===== src/design/xim_pkg.sv =====
// Constants, register map and carrier types of the interrupt mux block.
// Assumes one clock domain; CPU side signals are synchronous to pclk.
// Function
// - Hardware trap reacts at once, non-maskably, vectored
// - Each trap sets its own trap flag
// - Trap preempts unless equal or higher trap class in service
// - Trap service blocks interrupts
// - Shared vector structure replicated for vectors 0-3
// - Select register bits 15:8 are enables
// - Select register bits 7:0 are flags
// - Enables mask sources; enabled sources OR together
// - Flags set on event even when disabled
// - Serial receive/transmit events route to vectors 0-2 only
// - Vector 3 carries errors, networks, unlock, PWM
// - Shared vectors at 0100h-010Ch, traps 40h-43h
// - Last shared vector 010Ch, trap 43h, own flags
// - Timer 6 vector 0098h, trap 26h, own flags
// - Converter overrun vector 00A4h, trap 29h
// - Async 0 error vector 00B0h, trap 2Ch
// - Per-source control: request, enable, 16 levels
// - Only strictly higher priority interrupts service
package xim_pkg;
	localparam int XIM_ADDR_W = 8;
	localparam int XIM_NUM_SHARED = 4;
	localparam int XIM_NUM_SRC = 7;
	localparam int XIM_NUM_PERIPH = 14;
	localparam int XIM_NUM_TRAP = 9;
	localparam int XIM_VADDR_W = 24;

	// Register offsets (byte addresses)
	localparam logic [7:0] XIM_OFS_SEL0 = 8'h00;
	localparam logic [7:0] XIM_OFS_TFLAGS = 8'h10;
	localparam logic [7:0] XIM_OFS_CTRL0 = 8'h14;
	localparam logic [7:0] XIM_OFS_IST = 8'h30;
	localparam logic [7:0] XIM_OFS_ICLR = 8'h34;
	localparam logic [7:0] XIM_OFS_IEN = 8'h38;

	// Select register layout
	localparam int XIM_SEL_EN_LSB = 8;
	localparam int XIM_SEL_FLAG_LSB = 0;
	localparam logic [15:0] XIM_SEL_RESET = 16'h0000;

	// Source control register layout
	localparam int XIM_IC_IR = 7;
	localparam int XIM_IC_IE = 6;
	localparam int XIM_IC_LVL_LSB = 2;
	localparam logic [7:0] XIM_IC_RESET = 8'h00;

	// Source indices into the control array
	localparam int XIM_SRC_T6 = 0;
	localparam int XIM_SRC_ADE = 1;
	localparam int XIM_SRC_S0E = 2;
	localparam int XIM_SRC_XP0 = 3;
	localparam logic [6:0][7:0] XIM_SRC_TRAPNUM = {
		8'h43, 8'h42, 8'h41, 8'h40, 8'h2C, 8'h29, 8'h26};

	// Peripheral event indices
	localparam int XIM_EV_CAN1 = 0;
	localparam int XIM_EV_CAN2 = 1;
	localparam int XIM_EV_I2C_RX = 2;
	localparam int XIM_EV_I2C_TX = 3;
	localparam int XIM_EV_I2C_ERR = 4;
	localparam int XIM_EV_SYN2_RX = 5;
	localparam int XIM_EV_SYN2_TX = 6;
	localparam int XIM_EV_SYN2_ERR = 7;
	localparam int XIM_EV_ASY2_RX = 8;
	localparam int XIM_EV_ASY2_TX = 9;
	localparam int XIM_EV_ASY2_TB = 10;
	localparam int XIM_EV_ASY2_ERR = 11;
	localparam int XIM_EV_PLL_OSC = 12;
	localparam int XIM_EV_XPULSE = 13;

	// Trap inputs: 0 NMI, 1 stack over, 2 stack under, 3..8 class B
	localparam int XIM_NUM_TRAP_A = 3;
	localparam logic [8:0][3:0] XIM_TFLAG_POS = {
		4'h0, 4'h1, 4'h2, 4'h3, 4'h6, 4'h7, 4'hD, 4'hE, 4'hF};
	localparam logic [2:0][7:0] XIM_TRAPNUM_A = {8'h06, 8'h04, 8'h02};
	localparam logic [7:0] XIM_TRAPNUM_B = 8'h0A;
	localparam logic [3:0] XIM_TRAP_LEVEL = 4'hF;

	// Event status bits
	localparam int XIM_IST_W = 3;
	localparam int XIM_IST_TRAP = 0;
	localparam int XIM_IST_SHARED = 1;
	localparam int XIM_IST_ACK = 2;

	typedef enum logic [2:0] {
		XIM_TRAP_IDLE = 3'b001,
		XIM_TRAP_SVC_B = 3'b010,
		XIM_TRAP_SVC_A = 3'b100
	} xim_trap_state_type;

	typedef struct packed {
		logic [3:0] cpu_level;
		logic int_ack;
		logic trap_ack;
		logic trap_done;
	} xim_cpu_in_type;

	typedef struct packed {
		logic req;
		logic [XIM_VADDR_W-1:0] addr;
		logic [7:0] trap_num;
		logic [3:0] level;
	} xim_vec_out_type;

	// Routes peripheral events onto one shared vector's eight slots
	function automatic logic [7:0] xim_route(input logic [1:0] v,
			input logic [XIM_NUM_PERIPH-1:0] ev);
		logic [6:0] serial;
		serial = {ev[XIM_EV_ASY2_TB], ev[XIM_EV_ASY2_TX],
			ev[XIM_EV_ASY2_RX], ev[XIM_EV_SYN2_TX],
			ev[XIM_EV_SYN2_RX],
			ev[XIM_EV_I2C_TX], ev[XIM_EV_I2C_RX]};
		case (v)
			2'h0: xim_route = {serial, ev[XIM_EV_CAN1]};
			2'h1: xim_route = {serial, ev[XIM_EV_CAN2]};
			2'h2: xim_route = {serial, ev[XIM_EV_XPULSE]};
			default: xim_route = {1'b0, ev[XIM_EV_XPULSE],
				ev[XIM_EV_PLL_OSC], ev[XIM_EV_ASY2_ERR],
				ev[XIM_EV_SYN2_ERR], ev[XIM_EV_I2C_ERR],
				ev[XIM_EV_CAN2], ev[XIM_EV_CAN1]};
		endcase
	endfunction

	typedef struct packed {
		logic [3:0][15:0] sel;
		logic [6:0][7:0] ctrl;
		logic [15:0] tflags;
		logic [3:0] masked_prev;
		logic [2:0] trap_pend_a;
		logic trap_pend_b;
		xim_trap_state_type trap_state;
		logic [1:0] trap_src;
		logic [2:0] int_src;
		logic [XIM_IST_W-1:0] ist;
		logic [XIM_IST_W-1:0] ien;
		xim_vec_out_type intv;
		xim_vec_out_type trapv;
		logic irq;
		logic pready;
		logic pslverr;
		logic [31:0] prdata;
	} xim_state_type;
endpackage


===== src/design/xim_top.sv =====
// Shared vector mux, source control registers and trap sequencer.
// Assumes an APB master on pclk and a CPU that acknowledges vectors.
//
// Implementation choices: the placing of the registers and the APB slave port.
`timescale 1ns/1ps
module xim_top
	import xim_pkg::*;
(
	input wire logic pclk,
	input wire logic presetn,
	input wire logic ce,
	input wire logic psel,
	input wire logic penable,
	input wire logic pwrite,
	input wire logic [XIM_ADDR_W-1:0] paddr,
	input wire logic [31:0] pwdata,
	output logic [31:0] prdata,
	output logic pready,
	output logic pslverr,
	input wire logic [XIM_NUM_PERIPH-1:0] periph_event,
	input wire logic timer6_event,
	input wire logic converter_overrun_event,
	input wire logic async0_error_event,
	input wire logic [XIM_NUM_TRAP-1:0] trap_event,
	input wire xim_cpu_in_type cpu_in,
	output xim_vec_out_type int_out,
	output xim_vec_out_type trap_out,
	output logic irq
);
	xim_state_type state_reg;
	xim_state_type state_next;

	logic [3:0][7:0] routed;
	logic [3:0] masked_now;

	// One mux structure per shared vector
	genvar gv;
	generate
		for (gv = 0; gv < XIM_NUM_SHARED; gv++) begin : g_shared
			assign routed[gv] = xim_route(2'(gv), periph_event);
			assign masked_now[gv] = |(state_reg.sel[gv][15:XIM_SEL_EN_LSB]
				& state_reg.sel[gv][7:XIM_SEL_FLAG_LSB]);
		end
	endgenerate

	logic acc;
	logic wr_acc;
	logic [2:0] ci;
	logic [XIM_NUM_SRC-1:0] src_evt;
	logic [3:0] best_lvl;
	logic best_hit;
	logic [2:0] best_idx;
	logic [3:0] lvl;
	logic [1:0] a_idx;
	logic a_hit;
	logic [7:0] tnum;

	always_comb begin
		state_next = state_reg;
		acc = 1'b0;
		wr_acc = 1'b0;
		ci = 3'h0;
		src_evt = '0;
		best_lvl = 4'h0;
		best_hit = 1'b0;
		best_idx = 3'h0;
		lvl = 4'h0;
		a_idx = 2'h0;
		a_hit = 1'b0;
		tnum = 8'h00;

		// APB: access phase answered after one wait cycle
		acc = psel & penable & state_reg.pready;
		wr_acc = acc & pwrite;
		state_next.pready = psel & penable & ~state_reg.pready;
		state_next.pslverr = 1'b0;
		state_next.prdata = 32'h0000_0000;

		// Software writes first, hardware sets below take precedence
		if (paddr[1:0] != 2'b00) begin
			state_next.pslverr = psel & penable & ~state_reg.pready;
		end else if (paddr < XIM_OFS_TFLAGS) begin
			state_next.prdata = {16'h0000, state_reg.sel[paddr[3:2]]};
			if (wr_acc) begin
				state_next.sel[paddr[3:2]] = pwdata[15:0];
			end
		end else if (paddr == XIM_OFS_TFLAGS) begin
			state_next.prdata = {16'h0000, state_reg.tflags};
			if (wr_acc) begin
				state_next.tflags = state_reg.tflags
					& ~pwdata[15:0];
			end
		end else if (paddr >= XIM_OFS_CTRL0 && paddr < XIM_OFS_IST) begin
			ci = 3'((paddr - XIM_OFS_CTRL0) >> 2);
			state_next.prdata = {24'h000000, state_reg.ctrl[ci]};
			if (wr_acc) begin
				state_next.ctrl[ci] = pwdata[7:0];
			end
		end else if (paddr == XIM_OFS_IST) begin
			state_next.prdata = {29'h0, state_reg.ist};
		end else if (paddr == XIM_OFS_ICLR) begin
			if (wr_acc) begin
				state_next.ist = state_reg.ist & ~pwdata[XIM_IST_W-1:0];
			end
		end else if (paddr == XIM_OFS_IEN) begin
			state_next.prdata = {29'h0, state_reg.ien};
			if (wr_acc) begin
				state_next.ien = pwdata[XIM_IST_W-1:0];
			end
		end else begin
			state_next.pslverr = psel & penable & ~state_reg.pready;
		end

		// Flags set regardless of enables
		for (int v = 0; v < XIM_NUM_SHARED; v++) begin
			state_next.sel[v][7:0] = state_next.sel[v][7:0]
				| routed[v];
		end

		// A vector going from no to any enabled-and-flagged source raises the shared request
		state_next.masked_prev = masked_now;
		src_evt[XIM_SRC_T6] = timer6_event;
		src_evt[XIM_SRC_ADE] = converter_overrun_event;
		src_evt[XIM_SRC_S0E] = async0_error_event;
		for (int v = 0; v < XIM_NUM_SHARED; v++) begin
			src_evt[XIM_SRC_XP0 + v] = masked_now[v]
				& ~state_reg.masked_prev[v];
		end

		// Interrupt ack clears the presented request
		if (cpu_in.int_ack && state_reg.intv.req) begin
			state_next.ctrl[state_reg.int_src][XIM_IC_IR] = 1'b0;
		end
		for (int i = 0; i < XIM_NUM_SRC; i++) begin
			if (src_evt[i]) begin
				state_next.ctrl[i][XIM_IC_IR] = 1'b1;
			end
		end

		// Trap flags and pending traps
		for (int t = 0; t < XIM_NUM_TRAP; t++) begin
			if (trap_event[t]) begin
				state_next.tflags[XIM_TFLAG_POS[t]] = 1'b1;
			end
		end
		if (cpu_in.trap_ack && state_reg.trapv.req) begin
			if (state_reg.trap_src == 2'h3) begin
				state_next.trap_pend_b = 1'b0;
				state_next.trap_state = XIM_TRAP_SVC_B;
			end else begin
				state_next.trap_pend_a[state_reg.trap_src] = 1'b0;
				state_next.trap_state = XIM_TRAP_SVC_A;
			end
		end else if (cpu_in.trap_done) begin
			state_next.trap_state = XIM_TRAP_IDLE;
		end
		state_next.trap_pend_a = state_next.trap_pend_a
			| trap_event[XIM_NUM_TRAP_A-1:0];
		state_next.trap_pend_b = state_next.trap_pend_b
			| (|trap_event[XIM_NUM_TRAP-1:XIM_NUM_TRAP_A]);

		// Trap request: class A over class B, waits on equal or higher
		for (int a = XIM_NUM_TRAP_A - 1; a >= 0; a--) begin
			if (state_next.trap_pend_a[a]) begin
				a_hit = 1'b1;
				a_idx = 2'(a);
			end
		end
		state_next.trapv = '0;
		state_next.trap_src = state_reg.trap_src;
		case (state_next.trap_state)
			XIM_TRAP_IDLE: begin
				if (a_hit) begin
					state_next.trapv.req = 1'b1;
					state_next.trap_src = a_idx;
					tnum = XIM_TRAPNUM_A[a_idx];
				end else if (state_next.trap_pend_b) begin
					state_next.trapv.req = 1'b1;
					state_next.trap_src = 2'h3;
					tnum = XIM_TRAPNUM_B;
				end
			end
			XIM_TRAP_SVC_B: begin
				if (a_hit) begin
					state_next.trapv.req = 1'b1;
					state_next.trap_src = a_idx;
					tnum = XIM_TRAPNUM_A[a_idx];
				end
			end
			XIM_TRAP_SVC_A: begin
				tnum = 8'h00;
			end
			default: begin
				state_next.trap_state = XIM_TRAP_IDLE;
			end
		endcase
		state_next.trapv.trap_num = tnum;
		state_next.trapv.addr = XIM_VADDR_W'({tnum, 2'b00});
		state_next.trapv.level = XIM_TRAP_LEVEL;
		if (!state_next.trapv.req) begin
			state_next.trapv.addr = '0;
			state_next.trapv.trap_num = 8'h00;
		end

		// Standard request: highest enabled level, ties to lower index
		for (int i = XIM_NUM_SRC - 1; i >= 0; i--) begin
			lvl = state_next.ctrl[i][XIM_IC_LVL_LSB +: 4];
			if (state_next.ctrl[i][XIM_IC_IR]
					&& state_next.ctrl[i][XIM_IC_IE]
					&& (!best_hit || lvl >= best_lvl)) begin
				best_hit = 1'b1;
				best_lvl = lvl;
				best_idx = 3'(i);
			end
		end
		state_next.intv = '0;
		state_next.int_src = state_reg.int_src;
		if (best_hit && best_lvl > cpu_in.cpu_level
				&& state_next.trap_state == XIM_TRAP_IDLE
				&& !state_next.trapv.req) begin
			state_next.intv.req = 1'b1;
			state_next.intv.trap_num = XIM_SRC_TRAPNUM[best_idx];
			state_next.intv.addr = XIM_VADDR_W'(
				{XIM_SRC_TRAPNUM[best_idx], 2'b00});
			state_next.intv.level = best_lvl;
			state_next.int_src = best_idx;
		end
		if (cpu_in.int_ack && state_reg.intv.req) begin
			state_next.intv = '0;
		end

		// Event status, hardware sets beat the clear register
		if (|trap_event) begin
			state_next.ist[XIM_IST_TRAP] = 1'b1;
		end
		if (|src_evt[XIM_NUM_SRC-1:XIM_SRC_XP0]) begin
			state_next.ist[XIM_IST_SHARED] = 1'b1;
		end
		if (cpu_in.int_ack && state_reg.intv.req) begin
			state_next.ist[XIM_IST_ACK] = 1'b1;
		end
		state_next.irq = |(state_next.ist & state_next.ien);

		if (!ce) begin
			state_next = state_reg;
		end
	end

	always_ff @(posedge pclk or negedge presetn) begin
		if (!presetn) begin
			state_reg.sel <= {XIM_NUM_SHARED{XIM_SEL_RESET}};
			state_reg.ctrl <= {XIM_NUM_SRC{XIM_IC_RESET}};
			state_reg.tflags <= 16'h0000;
			state_reg.masked_prev <= 4'h0;
			state_reg.trap_pend_a <= 3'h0;
			state_reg.trap_pend_b <= 1'b0;
			state_reg.trap_state <= XIM_TRAP_IDLE;
			state_reg.trap_src <= 2'h0;
			state_reg.int_src <= 3'h0;
			state_reg.ist <= '0;
			state_reg.ien <= '0;
			state_reg.intv <= '0;
			state_reg.trapv <= '0;
			state_reg.irq <= 1'b0;
			state_reg.pready <= 1'b0;
			state_reg.pslverr <= 1'b0;
			state_reg.prdata <= 32'h0000_0000;
		end else begin
			state_reg <= state_next;
		end
	end

	assign prdata = state_reg.prdata;
	assign pready = state_reg.pready;
	assign pslverr = state_reg.pslverr;
	assign int_out = state_reg.intv;
	assign trap_out = state_reg.trapv;
	assign irq = state_reg.irq;
endmodule


===== config.mk =====
export PLATFORM = sky130hd
export DESIGN_NAME = xim_top
export DESIGN_NICKNAME = d
export VERILOG_FILES = /design/src/design/xim_pkg.sv /design/src/design/xim_top.sv
export SDC_FILE = /design/constraint.sdc
export NUM_CORES = 1
export LEC_CHECK = 0
export ABC_CLOCK_PERIOD_IN_PS = 12730
export BUFFER_PORTS_ARGS = -buffer_cell sky130_fd_sc_hd__buf_2
export CORE_ASPECT_RATIO = 1.5
export CORE_UTILIZATION = 25
export DETAILED_ROUTE_END_ITERATION = 10
export GPL_ROUTABILITY_DRIVEN = 0
export PLACE_DENSITY = 0.42
export SLEW_MARGIN = 40
export SYNTH_ARGS = -nofsm -noshare
export SYNTH_HDL_FRONTEND = slang
export SYNTH_SLANG_ARGS = --single-unit

===== constraint.sdc =====
create_clock -name pclk -period 12.73 [get_ports pclk]
set_input_delay 1.273 -clock pclk [delete_from_list [all_inputs] [get_ports pclk]]
set_output_delay 1.273 -clock pclk [all_outputs]
set_load 0.05 [all_outputs]

==> reports/results.ini <==
[timing]
finalMaxSlewViolations=0
setup_ws_ps=175
max_slew.worst_pin.slew_ps=797
max-slew-margin-rel_pct=46.9
layout_min_cycle_time_ps=12560
hold_viol=0
fmax_ghz=0.0796
post-route-period-util_pct=98.6
grt_setup_unrepaired=true
setup_viol=0
fin_skew_ps=13.1

[global_route]
grt_antenna_before_repair=1
grt_max_degree=79
grt_pass1_vias=10591
gr-total-overflow=0
track_usage_pct=18.1
grt_first_pass_wirelength_um=68600

[synthesis]
yosysWarnings=0
synth-main-ff-cell=dfrtp_1
synthArstFlopShare_pct=100
syn_area_per_cell_um2=9.57
yosysSeqAreaShare_pct=38.4
ys_ff_latch=193
synthesis.area_um2=12600
synth_edf_count=0
syn_inst=1315
ys_types=109

[floorplanning]
die_area_um2=51200
core_area_um2=49700
ios=188
initial_core_util_pct=25.3
die_h_um=277
rows=100
die_w_um=185

[power]
swShare_pct=30.3
vdd_drop_max_uv=85.9
switchingPower_mw=0.429
pwr-share-comb_pct=14.6
clockPowerShare_pct=40.8
finalPower_mw=1.41
power_density_nw_per_um2=92.5
p_int_mw=0.986
seq_power_share_pct=44.6
leakagePower_nw=7.04

[critical_path]
r2r-start=state_reg[255]$_DFFE_PN0P_
startpoint_type=input pin
slowest_delay_ps=600
crit_type=input pin to flop
arrival_ps=12900
end_kind=flop
path_buf_inv=5
critPathMaxFanout=7
critical_path_required_ps=13080
setup.worst_path.start=paddr[2]
crit_family=compound AO/OA/AOI/OAI gates
crit_slowest_cell=or4_4
cpMostUsedCell=a21o_1

[clock_tree]
htreeDepth=4
cts_tree=yes
postCtsHoldBufs=0
cts_sinks=193
cts_buffers=17
cts.clk_slew.worst_paths_ps=70
cts_buffer_depth=2
cts-root-buf=clkbuf_16
insertion_delay_ps=460

[placement]
dp_hpwl_um=34500
dp_cells=2094
dpl-instance-area_um2=14300
post-place-ws_ps=-581
io_buffers=109

[cells_and_area]
postLayoutCellArea_um2=15300
fill_cells=5248
drive_gt1_share_pct=33.6
largest_reg_flops=158
n_antenna_cell=0
nets=1584
area_delta_synth_final_pct=21.6
fin_util_pct=30.8
final_cell_mix=nand2_1, dfrtp_1, buf_4
layout_commonest_cell=nand2_1
final_cell_count_no_fill=2143

[drt]
drc=0
ant_nets=0
detail_route.wl_per_cell_um=21.2
wirelength_um=45400
vias=10351
first_pass_iters=6
drt_iter0_markers=692
vias_per_cell=4.83

[run_status]
status=finished, final reports clean

[hold_path]
worstHoldStart=prdata[14]$_DFFE_PN0P_
holdCritPathClass=flop to flop

[flow_run]
maxCapViolCount=0

-- Yosys cell counts (8+ instances only) --
| cell | number | area, um^2 |
|---|---|---|
| nand2_1 | 250 | 938 |
| ha_1 | 38 | 475 |
| nand2b_1 | 14 | 87.6 |
| nor2_1 | 48 | 180 |
| o21ai_0 | 34 | 170 |
| a21o_1 | 23 | 173 |
| or2_2 | 12 | 75.1 |
| clkbuf_1 | 56 | 210 |
| a21boi_0 | 12 | 90.1 |
| buf_4 | 109 | 818 |
| nand3_1 | 46 | 230 |
| mux2i_1 | 27 | 270 |
| a211oi_1 | 10 | 75.1 |
| a22o_1 | 8 | 70.1 |
| mux4_2 | 19 | 428 |
| o221ai_1 | 9 | 78.8 |
| mux2_2 | 65 | 732 |
| dfrtp_1 | 192 | 4800 |
| a21oi_1 | 54 | 270 |
| a22oi_1 | 28 | 210 |
| inv_1 | 33 | 124 |
| o2bb2ai_1 | 19 | 166 |
| a31oi_1 | 10 | 62.6 |
| nor3_1 | 15 | 75.1 |
-- final timing paths --
path                       slack, ps                          to  cells past startpoint
max                              170  state_reg[116]$_DFFE_PN0P_                     65
min                              490      prdata[14]$_DFFE_PN0P_                      1
max reg2reg                      430  state_reg[116]$_DFFE_PN0P_                     63
min reg2reg                      490      prdata[14]$_DFFE_PN0P_                      1
max in group asynchronous      10830  state_reg[238]$_DFFE_PN0P_                      2
min in group asynchronous        800      int_out[2]$_DFFE_PN0P_                      1
-- power by group through the flow --
| stage | clock network, mW | logic (mW) | registers [mW] |
|---|---|---|---|
| after global placement | 0 | 0.203 | 0.643 |
| final | 0.577 | 0.206 | 0.631 |
| after global routing | 0.610 | 0.224 | 0.633 |
| after CTS | 0.593 | 0.205 | 0.631 |
| after floorplan | 0 | 0.148 | 0.644 |
| after detailed placement | 0 | 0.203 | 0.644 |
-- logic make-up (layout without fill, tap and decap cells) --
family | after synthesis | count (layout) | share of synthesized area (%)
simple gates | 459 | 459 | 17.4
compound gates | 287 | 287 | 18.0
buf+inv | 217 | 321 | 10.2
flops | 193 | 193 | 38.4
mux | 117 | 117 | 12.1
fa+ha+maj | 38 | 38 | 3.78
xor+xnor | 3 | 3 | 0.209
other cells | 1 | 62 | 0.0298
-- timing repair --
item                       in CTS  in global routing
setup endpoints to repair      12                 14
buffers inserted               11                  7
gates resized for setup         4                 50
pin swaps                       3                 26
-- metal layers --
metal / vias up / GRT usage (%) / wire length (um) / part of all wire, %
li1: 4845 / - / - / -
met3: 52 / 1.96 / 1270 / 2.8
met1: 5190 / 20.3 / 17400 / 38
met4: 2 / 6.63 / 1450 / 3.2
met2: 262 / 34.5 / 25300 / 56
met5: - / 0 / 15 / 0.033
-- metrics by stage --
step	hold slack (ps)	setup TNS (ps)
floorplan	446	-539
global placement	459	-5630
detailed placement	468	-6610
CTS	484	0
global route	506	-3760
finish	487	0
-- area by class of cell --
cell class / count / area [um^2] / share of cell area [%]
Sequential cell: 193 / 4830 / 31.6
Inverter: 34 / 143 / 0.933
Timing Repair Buffer: 255 / 1710 / 11.2
Clock inverter: 15 / 181 / 1.19
Clock buffer: 17 / 425 / 2.78
Multi-Input combinational cell: 966 / 7170 / 46.9
Tap cell: 663 / 830 / 5.42
Note: power is estimated with default switching activity, not from simulation.
